`config.mk`:
```
export PLATFORM = sky130hd
export DESIGN_NAME = ocd_top
export DESIGN_NICKNAME = d
export VERILOG_FILES = /design/src/core/ocd_pkg.sv /design/src/core/ocd_tap_sync.sv /design/src/core/ocd_top.sv
export VERILOG_INCLUDE_DIRS = /design/src /design/src/core
export SDC_FILE = /design/constraint.sdc
export NUM_CORES = 1
export LEC_CHECK = 0
export BUFFER_PORTS_ARGS = -buffer_cell sky130_fd_sc_hd__buf_4
export CORE_ASPECT_RATIO = 1.5
export CORE_MARGIN = 8
export CORE_UTILIZATION = 55
export CTS_CLUSTER_SIZE = 20
export DETAILED_ROUTE_END_ITERATION = 10
export GPL_ROUTABILITY_DRIVEN = 0
export PLACE_DENSITY = 0.76
export SLEW_MARGIN = 10
export SYNTH_ARGS = -nofsm -noshare
export SYNTH_HDL_FRONTEND = slang
export SYNTH_SLANG_ARGS = --single-unit
export TNS_END_PERCENT = 50
```
`constraint.sdc`:
```
create_clock -name ref_clk_in -period 2.4 [get_ports ref_clk_in]
set_input_delay 0.24 -clock ref_clk_in [delete_from_list [all_inputs] [get_ports ref_clk_in]]
set_output_delay 0.24 -clock ref_clk_in [all_outputs]
set_load 0.01 [all_outputs]
```
`src/core/ocd_params.svh`:
```
`ifndef OCD_PARAMS_SVH
`define OCD_PARAMS_SVH

// Nominal oscillator band in kHz.
`define OCD_OSC_NOM_KHZ 8000
`define OCD_OSC_MIN_KHZ 4000
`define OCD_OSC_MAX_KHZ 10000

// Rate of ref_clk_in, which stands in for the oscillator, in kHz.
`define OCD_CLK_KHZ 25000

// Divider length and tap positions, as bit indices of the divider.
`define OCD_DIV_W 19
`define OCD_TAP_BIT0 3
`define OCD_TAP_BIT1 8
`define OCD_TAP_BIT2 13
`define OCD_TAP_BIT3 18
`define OCD_TAP_N 4
`define OCD_USER_TAP_N 2

// Start-up phases, as least times in microseconds.
`define OCD_POR_TIME_US 1000
`define OCD_CLR_TIME_US 4
`define OCD_POR_CYCLES ((`OCD_POR_TIME_US * `OCD_CLK_KHZ + 999) / 1000)
`define OCD_CLR_CYCLES ((`OCD_CLR_TIME_US * `OCD_CLK_KHZ + 999) / 1000)
`define OCD_TIMER_W 16

`endif

```
`src/core/ocd_pkg.sv`:
```
`default_nettype none
`include "ocd_params.svh"

package ocd_pkg;

    typedef enum logic [2:0] {
        OCD_ST_POR,
        OCD_ST_CLEAR,
        OCD_ST_CONFIG,
        OCD_ST_USER,
        OCD_ST_OFF
    } ocd_phase_type;

    // Set by the user design: primitive present and which two taps it takes.
    typedef struct packed {
        logic osc_used;
        logic [1:0] sel_b;
        logic [1:0] sel_a;
    } ocd_user_cfg_type;

    typedef struct packed {
        logic [`OCD_USER_TAP_N-1:0] tap;
    } ocd_user_clk_type;

    typedef struct packed {
        ocd_phase_type phase;
        logic [`OCD_TIMER_W-1:0] timer;
        logic [`OCD_DIV_W-1:0] div;
        logic cfg_clk;
        logic osc_on;
        logic user_en;
    } ocd_state_type;

    typedef struct packed {
        logic q;
    } ocd_sync_state_type;

endpackage
`default_nettype wire

```
`src/core/ocd_tap_sync.sv`:
```
`timescale 1ns/1ps
`default_nettype none
`include "ocd_params.svh"

module ocd_tap_sync
(
    // Clock and reset.
    input wire logic ref_clk_in,
    input wire logic rst_b_in,
    // Divider taps and choice.
    input wire logic [`OCD_TAP_N-1:0] taps_in,
    input wire logic [1:0] sel_in,
    input wire logic en_in,
    // Resampled tap.
    output logic tap_out
);
    import ocd_pkg::*;

    ocd_sync_state_type st_q;
    ocd_sync_state_type st_d;

    // The chosen tap is resampled so the user sees one clean edge per change.
    always_comb
    begin
        st_d = st_q;
        st_d.q = en_in & taps_in[sel_in];
    end

    always_ff @(posedge ref_clk_in)
    begin
        if (!rst_b_in)
            st_q <= '0;
        else
            st_q <= st_d;
    end

    assign tap_out = st_q.q;

    a_sync_follows_tap: assert property (@(posedge ref_clk_in) disable iff (!rst_b_in)
        $past(rst_b_in) |-> tap_out == ($past(en_in) & $past(taps_in[sel_in])))
        else $error("Resampled tap does not follow the selected tap.");

endmodule
`default_nettype wire

```
`src/core/ocd_top.sv`:
```
`timescale 1ns/1ps
`default_nettype none
`include "ocd_params.svh"

// Summary of operation
// - Oscillator times power-on delay, memory clearing, and drives master configuration clock.
// - Oscillator runs nominally near 8 MHz, anywhere between 4 and 10 MHz.
// - After configuration the undivided oscillator may be offered to user logic.
// - Built-in divider; any two of four taps selectable, each resynchronized.
// - Taps are divider bits three, eight, thirteen and eighteen.
// - Oscillator switches off after configuration when the primitive is absent.
module ocd_top
#(
    parameter int unsigned POR_CYCLES = `OCD_POR_CYCLES
)
(
    // Clock and reset.
    input wire logic ref_clk_in,
    input wire logic rst_b_in,
    // Configuration control.
    input wire logic master_mode_in,
    input wire logic cfg_done_in,
    input wire ocd_pkg::ocd_user_cfg_type user_cfg_in,
    // Start-up status.
    output logic osc_run_out,
    output logic cfg_clear_out,
    output logic configuration_clock_out,
    // User clocks.
    output logic osc_user_clk_out,
    output ocd_pkg::ocd_user_clk_type user_clk_out
);
    import ocd_pkg::*;

    localparam logic [`OCD_TIMER_W-1:0] POR_LOAD = `OCD_TIMER_W'(POR_CYCLES - 1);
    localparam logic [`OCD_TIMER_W-1:0] CLR_LOAD = `OCD_TIMER_W'(`OCD_CLR_CYCLES - 1);
    localparam int TAP_POS [`OCD_TAP_N] = '{`OCD_TAP_BIT0, `OCD_TAP_BIT1,
                                            `OCD_TAP_BIT2, `OCD_TAP_BIT3};
    // The oscillator rate must sit inside its band.
    localparam bit OSC_IN_BAND = (`OCD_OSC_NOM_KHZ >= `OCD_OSC_MIN_KHZ)
                                 && (`OCD_OSC_NOM_KHZ <= `OCD_OSC_MAX_KHZ);

    ocd_state_type st_q;
    ocd_state_type st_d;
    logic [`OCD_TAP_N-1:0] taps;
    logic [1:0] tap_sel [`OCD_USER_TAP_N];

    assign tap_sel[0] = user_cfg_in.sel_a;
    assign tap_sel[1] = user_cfg_in.sel_b;

    always_comb
    begin
        st_d = st_q;
        // The divider only stops when the oscillator itself is off.
        if (st_q.osc_on)
            st_d.div = st_q.div + `OCD_DIV_W'(1);
        case (st_q.phase)
            OCD_ST_POR:
            begin
                if (st_q.timer == '0)
                begin
                    st_d.phase = OCD_ST_CLEAR;
                    st_d.timer = CLR_LOAD;
                end
                else
                    st_d.timer = st_q.timer - `OCD_TIMER_W'(1);
            end
            OCD_ST_CLEAR:
            begin
                if (st_q.timer == '0)
                    st_d.phase = OCD_ST_CONFIG;
                else
                    st_d.timer = st_q.timer - `OCD_TIMER_W'(1);
            end
            OCD_ST_CONFIG:
            begin
                // Master modes take the configuration clock from the oscillator.
                st_d.cfg_clk = master_mode_in & ~st_q.cfg_clk;
                if (cfg_done_in)
                begin
                    st_d.cfg_clk = 1'b0;
                    if (user_cfg_in.osc_used)
                    begin
                        st_d.phase = OCD_ST_USER;
                        st_d.user_en = 1'b1;
                    end
                    else
                    begin
                        st_d.phase = OCD_ST_OFF;
                        st_d.osc_on = 1'b0;
                    end
                end
            end
            OCD_ST_USER:
            begin
                st_d.user_en = 1'b1;
            end
            OCD_ST_OFF:
            begin
                st_d.osc_on = 1'b0;
                st_d.user_en = 1'b0;
            end
            default:
            begin
                st_d.phase = OCD_ST_OFF;
                st_d.osc_on = 1'b0;
            end
        endcase
    end

    always_ff @(posedge ref_clk_in)
    begin
        if (!rst_b_in)
        begin
            st_q <= '0;
            st_q.phase <= OCD_ST_POR;
            st_q.timer <= POR_LOAD;
            st_q.osc_on <= 1'b1;
        end
        else
            st_q <= st_d;
    end

    // Taps are picked out of the divider at fixed bit positions.
    genvar gi;
    generate
        for (gi = 0; gi < `OCD_TAP_N; gi++)
        begin : g_tap
            assign taps[gi] = st_q.div[TAP_POS[gi]];
        end
        for (gi = 0; gi < `OCD_USER_TAP_N; gi++)
        begin : g_user
            ocd_tap_sync u_sync
            (
                .ref_clk_in(ref_clk_in),
                .rst_b_in(rst_b_in),
                .taps_in(taps),
                .sel_in(tap_sel[gi]),
                .en_in(st_q.user_en),
                .tap_out(user_clk_out.tap[gi])
            );
        end
    endgenerate

    assign osc_run_out = st_q.osc_on;
    assign cfg_clear_out = (st_q.phase == OCD_ST_CLEAR);
    assign configuration_clock_out = st_q.cfg_clk;
    // The enable only rises once, after configuration, so the gate is quiet until then.
    assign osc_user_clk_out = ref_clk_in & st_q.user_en;

    // Helper: length of the current phase.
    logic [`OCD_TIMER_W:0] phase_len_q;
    always_ff @(posedge ref_clk_in)
    begin
        if (!rst_b_in)
            phase_len_q <= '0;
        else if (st_d.phase != st_q.phase)
            phase_len_q <= '0;
        else
            phase_len_q <= phase_len_q + (`OCD_TIMER_W+1)'(1);
    end

    a_band_ok: assert property (@(posedge ref_clk_in) OSC_IN_BAND)
        else $error("Oscillator rate outside its band.");

    a_por_length: assert property (@(posedge ref_clk_in) disable iff (!rst_b_in)
        (st_q.phase == OCD_ST_POR) && (st_d.phase == OCD_ST_CLEAR)
        |-> phase_len_q == (`OCD_TIMER_W+1)'(POR_CYCLES - 1))
        else $error("Power-on delay has the wrong length.");

    a_clear_length: assert property (@(posedge ref_clk_in) disable iff (!rst_b_in)
        (st_q.phase == OCD_ST_CLEAR) && (st_d.phase == OCD_ST_CONFIG)
        |-> phase_len_q == (`OCD_TIMER_W+1)'(`OCD_CLR_CYCLES - 1))
        else $error("Memory clearing has the wrong length.");

    a_cfg_clk_master: assert property (@(posedge ref_clk_in) disable iff (!rst_b_in)
        (st_q.phase == OCD_ST_CONFIG) && master_mode_in && !cfg_done_in
        |=> configuration_clock_out != $past(configuration_clock_out))
        else $error("Configuration clock not toggling in master mode.");

    a_cfg_clk_idle: assert property (@(posedge ref_clk_in) disable iff (!rst_b_in)
        (st_q.phase != OCD_ST_CONFIG) |-> !configuration_clock_out)
        else $error("Configuration clock active outside configuration.");

    a_off_unused: assert property (@(posedge ref_clk_in) disable iff (!rst_b_in)
        (st_q.phase == OCD_ST_CONFIG) && cfg_done_in && !user_cfg_in.osc_used
        |=> !osc_run_out ##1 !osc_run_out && $stable(st_q.div))
        else $error("Oscillator not switched off when unused.");

    a_user_osc_on: assert property (@(posedge ref_clk_in) disable iff (!rst_b_in)
        (st_q.phase == OCD_ST_CONFIG) && cfg_done_in && user_cfg_in.osc_used
        |=> st_q.user_en && osc_run_out)
        else $error("User clock not offered after configuration.");

    a_div_counts: assert property (@(posedge ref_clk_in) disable iff (!rst_b_in)
        osc_run_out |=> st_q.div == $past(st_q.div) + `OCD_DIV_W'(1))
        else $error("Divider not counting.");

    a_tap_period: assert property (@(posedge ref_clk_in) disable iff (!rst_b_in)
        $rose(taps[0]) |-> ##16 ($rose(taps[0]) || !osc_run_out))
        else $error("First tap is not divide by sixteen.");

    // Once granted, the user clock stays until the next reset.
    a_user_en_kept: assert property (@(posedge ref_clk_in) disable iff (!rst_b_in)
        st_q.user_en |=> st_q.user_en && osc_run_out)
        else $error("User clock withdrawn after configuration.");

    a_user_quiet: assert property (@(posedge ref_clk_in) disable iff (!rst_b_in)
        !st_q.user_en ##1 !st_q.user_en |-> user_clk_out.tap == '0)
        else $error("User taps active before configuration.");

    c_to_user: cover property (@(posedge ref_clk_in) disable iff (!rst_b_in)
        st_q.phase == OCD_ST_USER);
    c_to_off: cover property (@(posedge ref_clk_in) disable iff (!rst_b_in)
        st_q.phase == OCD_ST_OFF);
    c_master_cfg: cover property (@(posedge ref_clk_in) disable iff (!rst_b_in)
        configuration_clock_out);
    c_tap_rise: cover property (@(posedge ref_clk_in) disable iff (!rst_b_in)
        $rose(user_clk_out.tap[1]));
    c_slave_done: cover property (@(posedge ref_clk_in) disable iff (!rst_b_in)
        (st_q.phase == OCD_ST_CONFIG) && cfg_done_in && !master_mode_in);

endmodule
`default_nettype wire

```
==> flow_summary.ini <==
[critical_path]
crit_type = reg -> reg
start_kind = flop
cp_max_fo = 5
arrival_ns = 2.40
required_ns = 2.74
end_kind = flop

[power_and_ir_drop]
cellPowerDensity_nw_per_um2 = 620
vdd_drop_max_v = 0.000547
p_leak_nw = 0.913

[die]
boundaryPins = 15
fp.coreArea_um2 = 3850
start_util_pct = 55.6
die_w_um = 66.9
num_rows = 28
die-area_um2 = 6190
dieHeight_um = 92.4

[sta]
rsz0062_at_grt = false
setup_viol = 0
max_slew_margin_pct = 62.9
min_period_ns = 2.06
hold_viol_final = 0
fin_hold_ws_ns = 0.103
finalSetupTns_ns = 0
fmax_ghz = 0.485
slew_violations = 0
fin_ws_ns = 0.336
tightest_slew_ns = 0.553
clock_skew_ns = 0.00573
period_share_pct = 86.0

[logic_synthesis]
netlist_area_um2 = 2140
syn_area_per_cell_um2 = 8.81
synthFlopType = dfxtp_1
async_flop_share_pct = 0
yosys-top-cells-area = dfxtp_1 40%, xnor2_1 4.9%, and2_1 4.7%, nand2_1 3.5%, nor3_1 3.3%
ys_warn_count = 0
ys_types = 42
yosys_register_bits = 43
netlist_instances = 243
synth_top_cell_area_share_pct = 40.2
synth-edff-count = 0
ys_seq_area_share_pct = 40.2
synth_fp_nets = 254
synth_largest_area_cell = dfxtp_1

[global_route]
grt_use_total_pct = 16.7
grt_overflow_total = 0
grt_pass1_wl_um = 8080
grt_max_degree = 41
antenna_found_initial = 0
grt_pass1_vias = 1806

[clock_tree]
hold_buffers = 0
clk_pin_slew_ns = 0.08
clock_latency_ns = 0.41
cts.repair.resized = 0
cts_tree = yes
postCtsSetupBuffers = 0

[layout]
seq_area_um2 = 861
fillers = 363
design_area_um2 = 2440
nNetsFinal = 273
num_antenna_cells = 0
layout-drive-gt1-share_pct = 16.0
area_growth_syn_to_layout_pct = 14.0
multiInputGateArea_um2 = 1200

[job]
maxCapViolations = 0

[route]
via_per_inst = 5.81
ant_nets = 0
wire_per_inst_um = 14.6
drtIter0Drc = 98
dr.pass1.iters = 4
vias = 1791
drcViolationCount = 0
wl_um = 4490

[place]
pre_cts_ws_ns = 0.376
hpwl_um = 3080
io_buffers = 14
placed_area_um2 = 2280

[hold_path]
min_path_type = in -> reg

[status]
outcome = finished clean
worst paths after layout:
kind	start	end	slack [ns]	cells after the start
worst max-delay path	st_q[23]	st_q[34]	0.34	7
worst min register to register	st_q[28]	st_q[28]	0.50	2
worst max register to register	st_q[23]	st_q[34]	0.34	7
worst min-delay path	master_mode_in	configuration_clock_out	0.10	3
cells by family after synthesis:
kind of cell | synth area share (%)
AOI/OAI and AO/OA | 12.4
xor gates and xnor gates | 7.36
adders and majority gates | 1.17
buffers and inverters | 3.74
DFF | 40.2
muxes | 3.51
and+or+nand+nor | 31.6
flip-flops by register name (all words and copies together) (netlist names):
name	flops
configuration_clock_out	1
g_user.u_sync.tap_out	2
osc_run_out	1
st_q	39
through the flow:
stage	power [mW]	cells	utilization (%)
after floorplan	0.782	243	-
after global placement	0.801	297	59.2
after detailed placement	0.803	297	59.2
after CTS	1.53	308	63.3
after global routing	1.57	308	63.3
final	1.51	308	63.3
cells in the final DEF, fill, tap and decap left out, types with 3 or more instances in the layout:
cell / netlist / layout
mux2i_1: 3 / 3
and3_1: 5 / 5
or4_1: 5 / 5
nand4_1: 8 / 8
a21boi_0: 6 / 6
nand2_1: 20 / 20
o21ai_0: 10 / 10
nor2_1: 13 / 13
nor3_1: 14 / 14
xnor2_1: 12 / 12
inv_1: 8 / 8
a31oi_1: 6 / 6
or3_1: 6 / 6
buf_4: 2 / 18
xor2_1: 6 / 6
clkbuf_8: 0 / 9
o31ai_1: 4 / 4
and2_1: 16 / 16
a21oi_1: 9 / 9
dfxtp_1: 43 / 43
nor2b_1: 6 / 6
nand3_1: 9 / 9
routing by layer:
layer | vias up | global-route usage (%) | wire, um
met2 | 31 | 27.8 | 2340
met3 | 15 | 6.41 | 152
met1 | 842 | 16.8 | 1850
met5 | - | 0 | 0
li1 | 903 | - | -
met4 | 0 | 10.2 | 156
worst max-delay path: stages, from the launching register on:
cell and delay [ns]:
dfxtp_1 0.34, inv_1 0.09, ha_1 0.18, nor3b_2 0.34
nand2_1 0.13, or3_1 0.36, or4_1 0.40, a21boi_0 0.15
synth_stat cells, types with 3 or more instances:
cell type   n
dfxtp_1    43
nand2_1    20
and2_1     16
nor3_1     14
nor2_1     13
xnor2_1    12
o21ai_0    10
a21oi_1     9
nand3_1     9
inv_1       8
nand4_1     8
a21boi_0    6
a31oi_1     6
nor2b_1     6
or3_1       6
xor2_1      6
and3_1      5
clkbuf_1    5
or4_1       5
o31ai_1     4
mux2i_1     3
where the power goes:
part	internal, mW	switching (mW)	total [mW]
logic	0.0273	0.0271	0.0544
registers	0.722	0.0104	0.732
clock network	0.443	0.284	0.727
area by class of cell:
class,instances,share of cell area (%)
tap,45,2.31
sequential,43,35.3
clock buffer,10,5.38
multi-input combinational,183,49.2
inverter,8,1.23
timing repair buffer,17,5.23
clock inverter,2,1.44
Power figures use the tool's default switching activity.
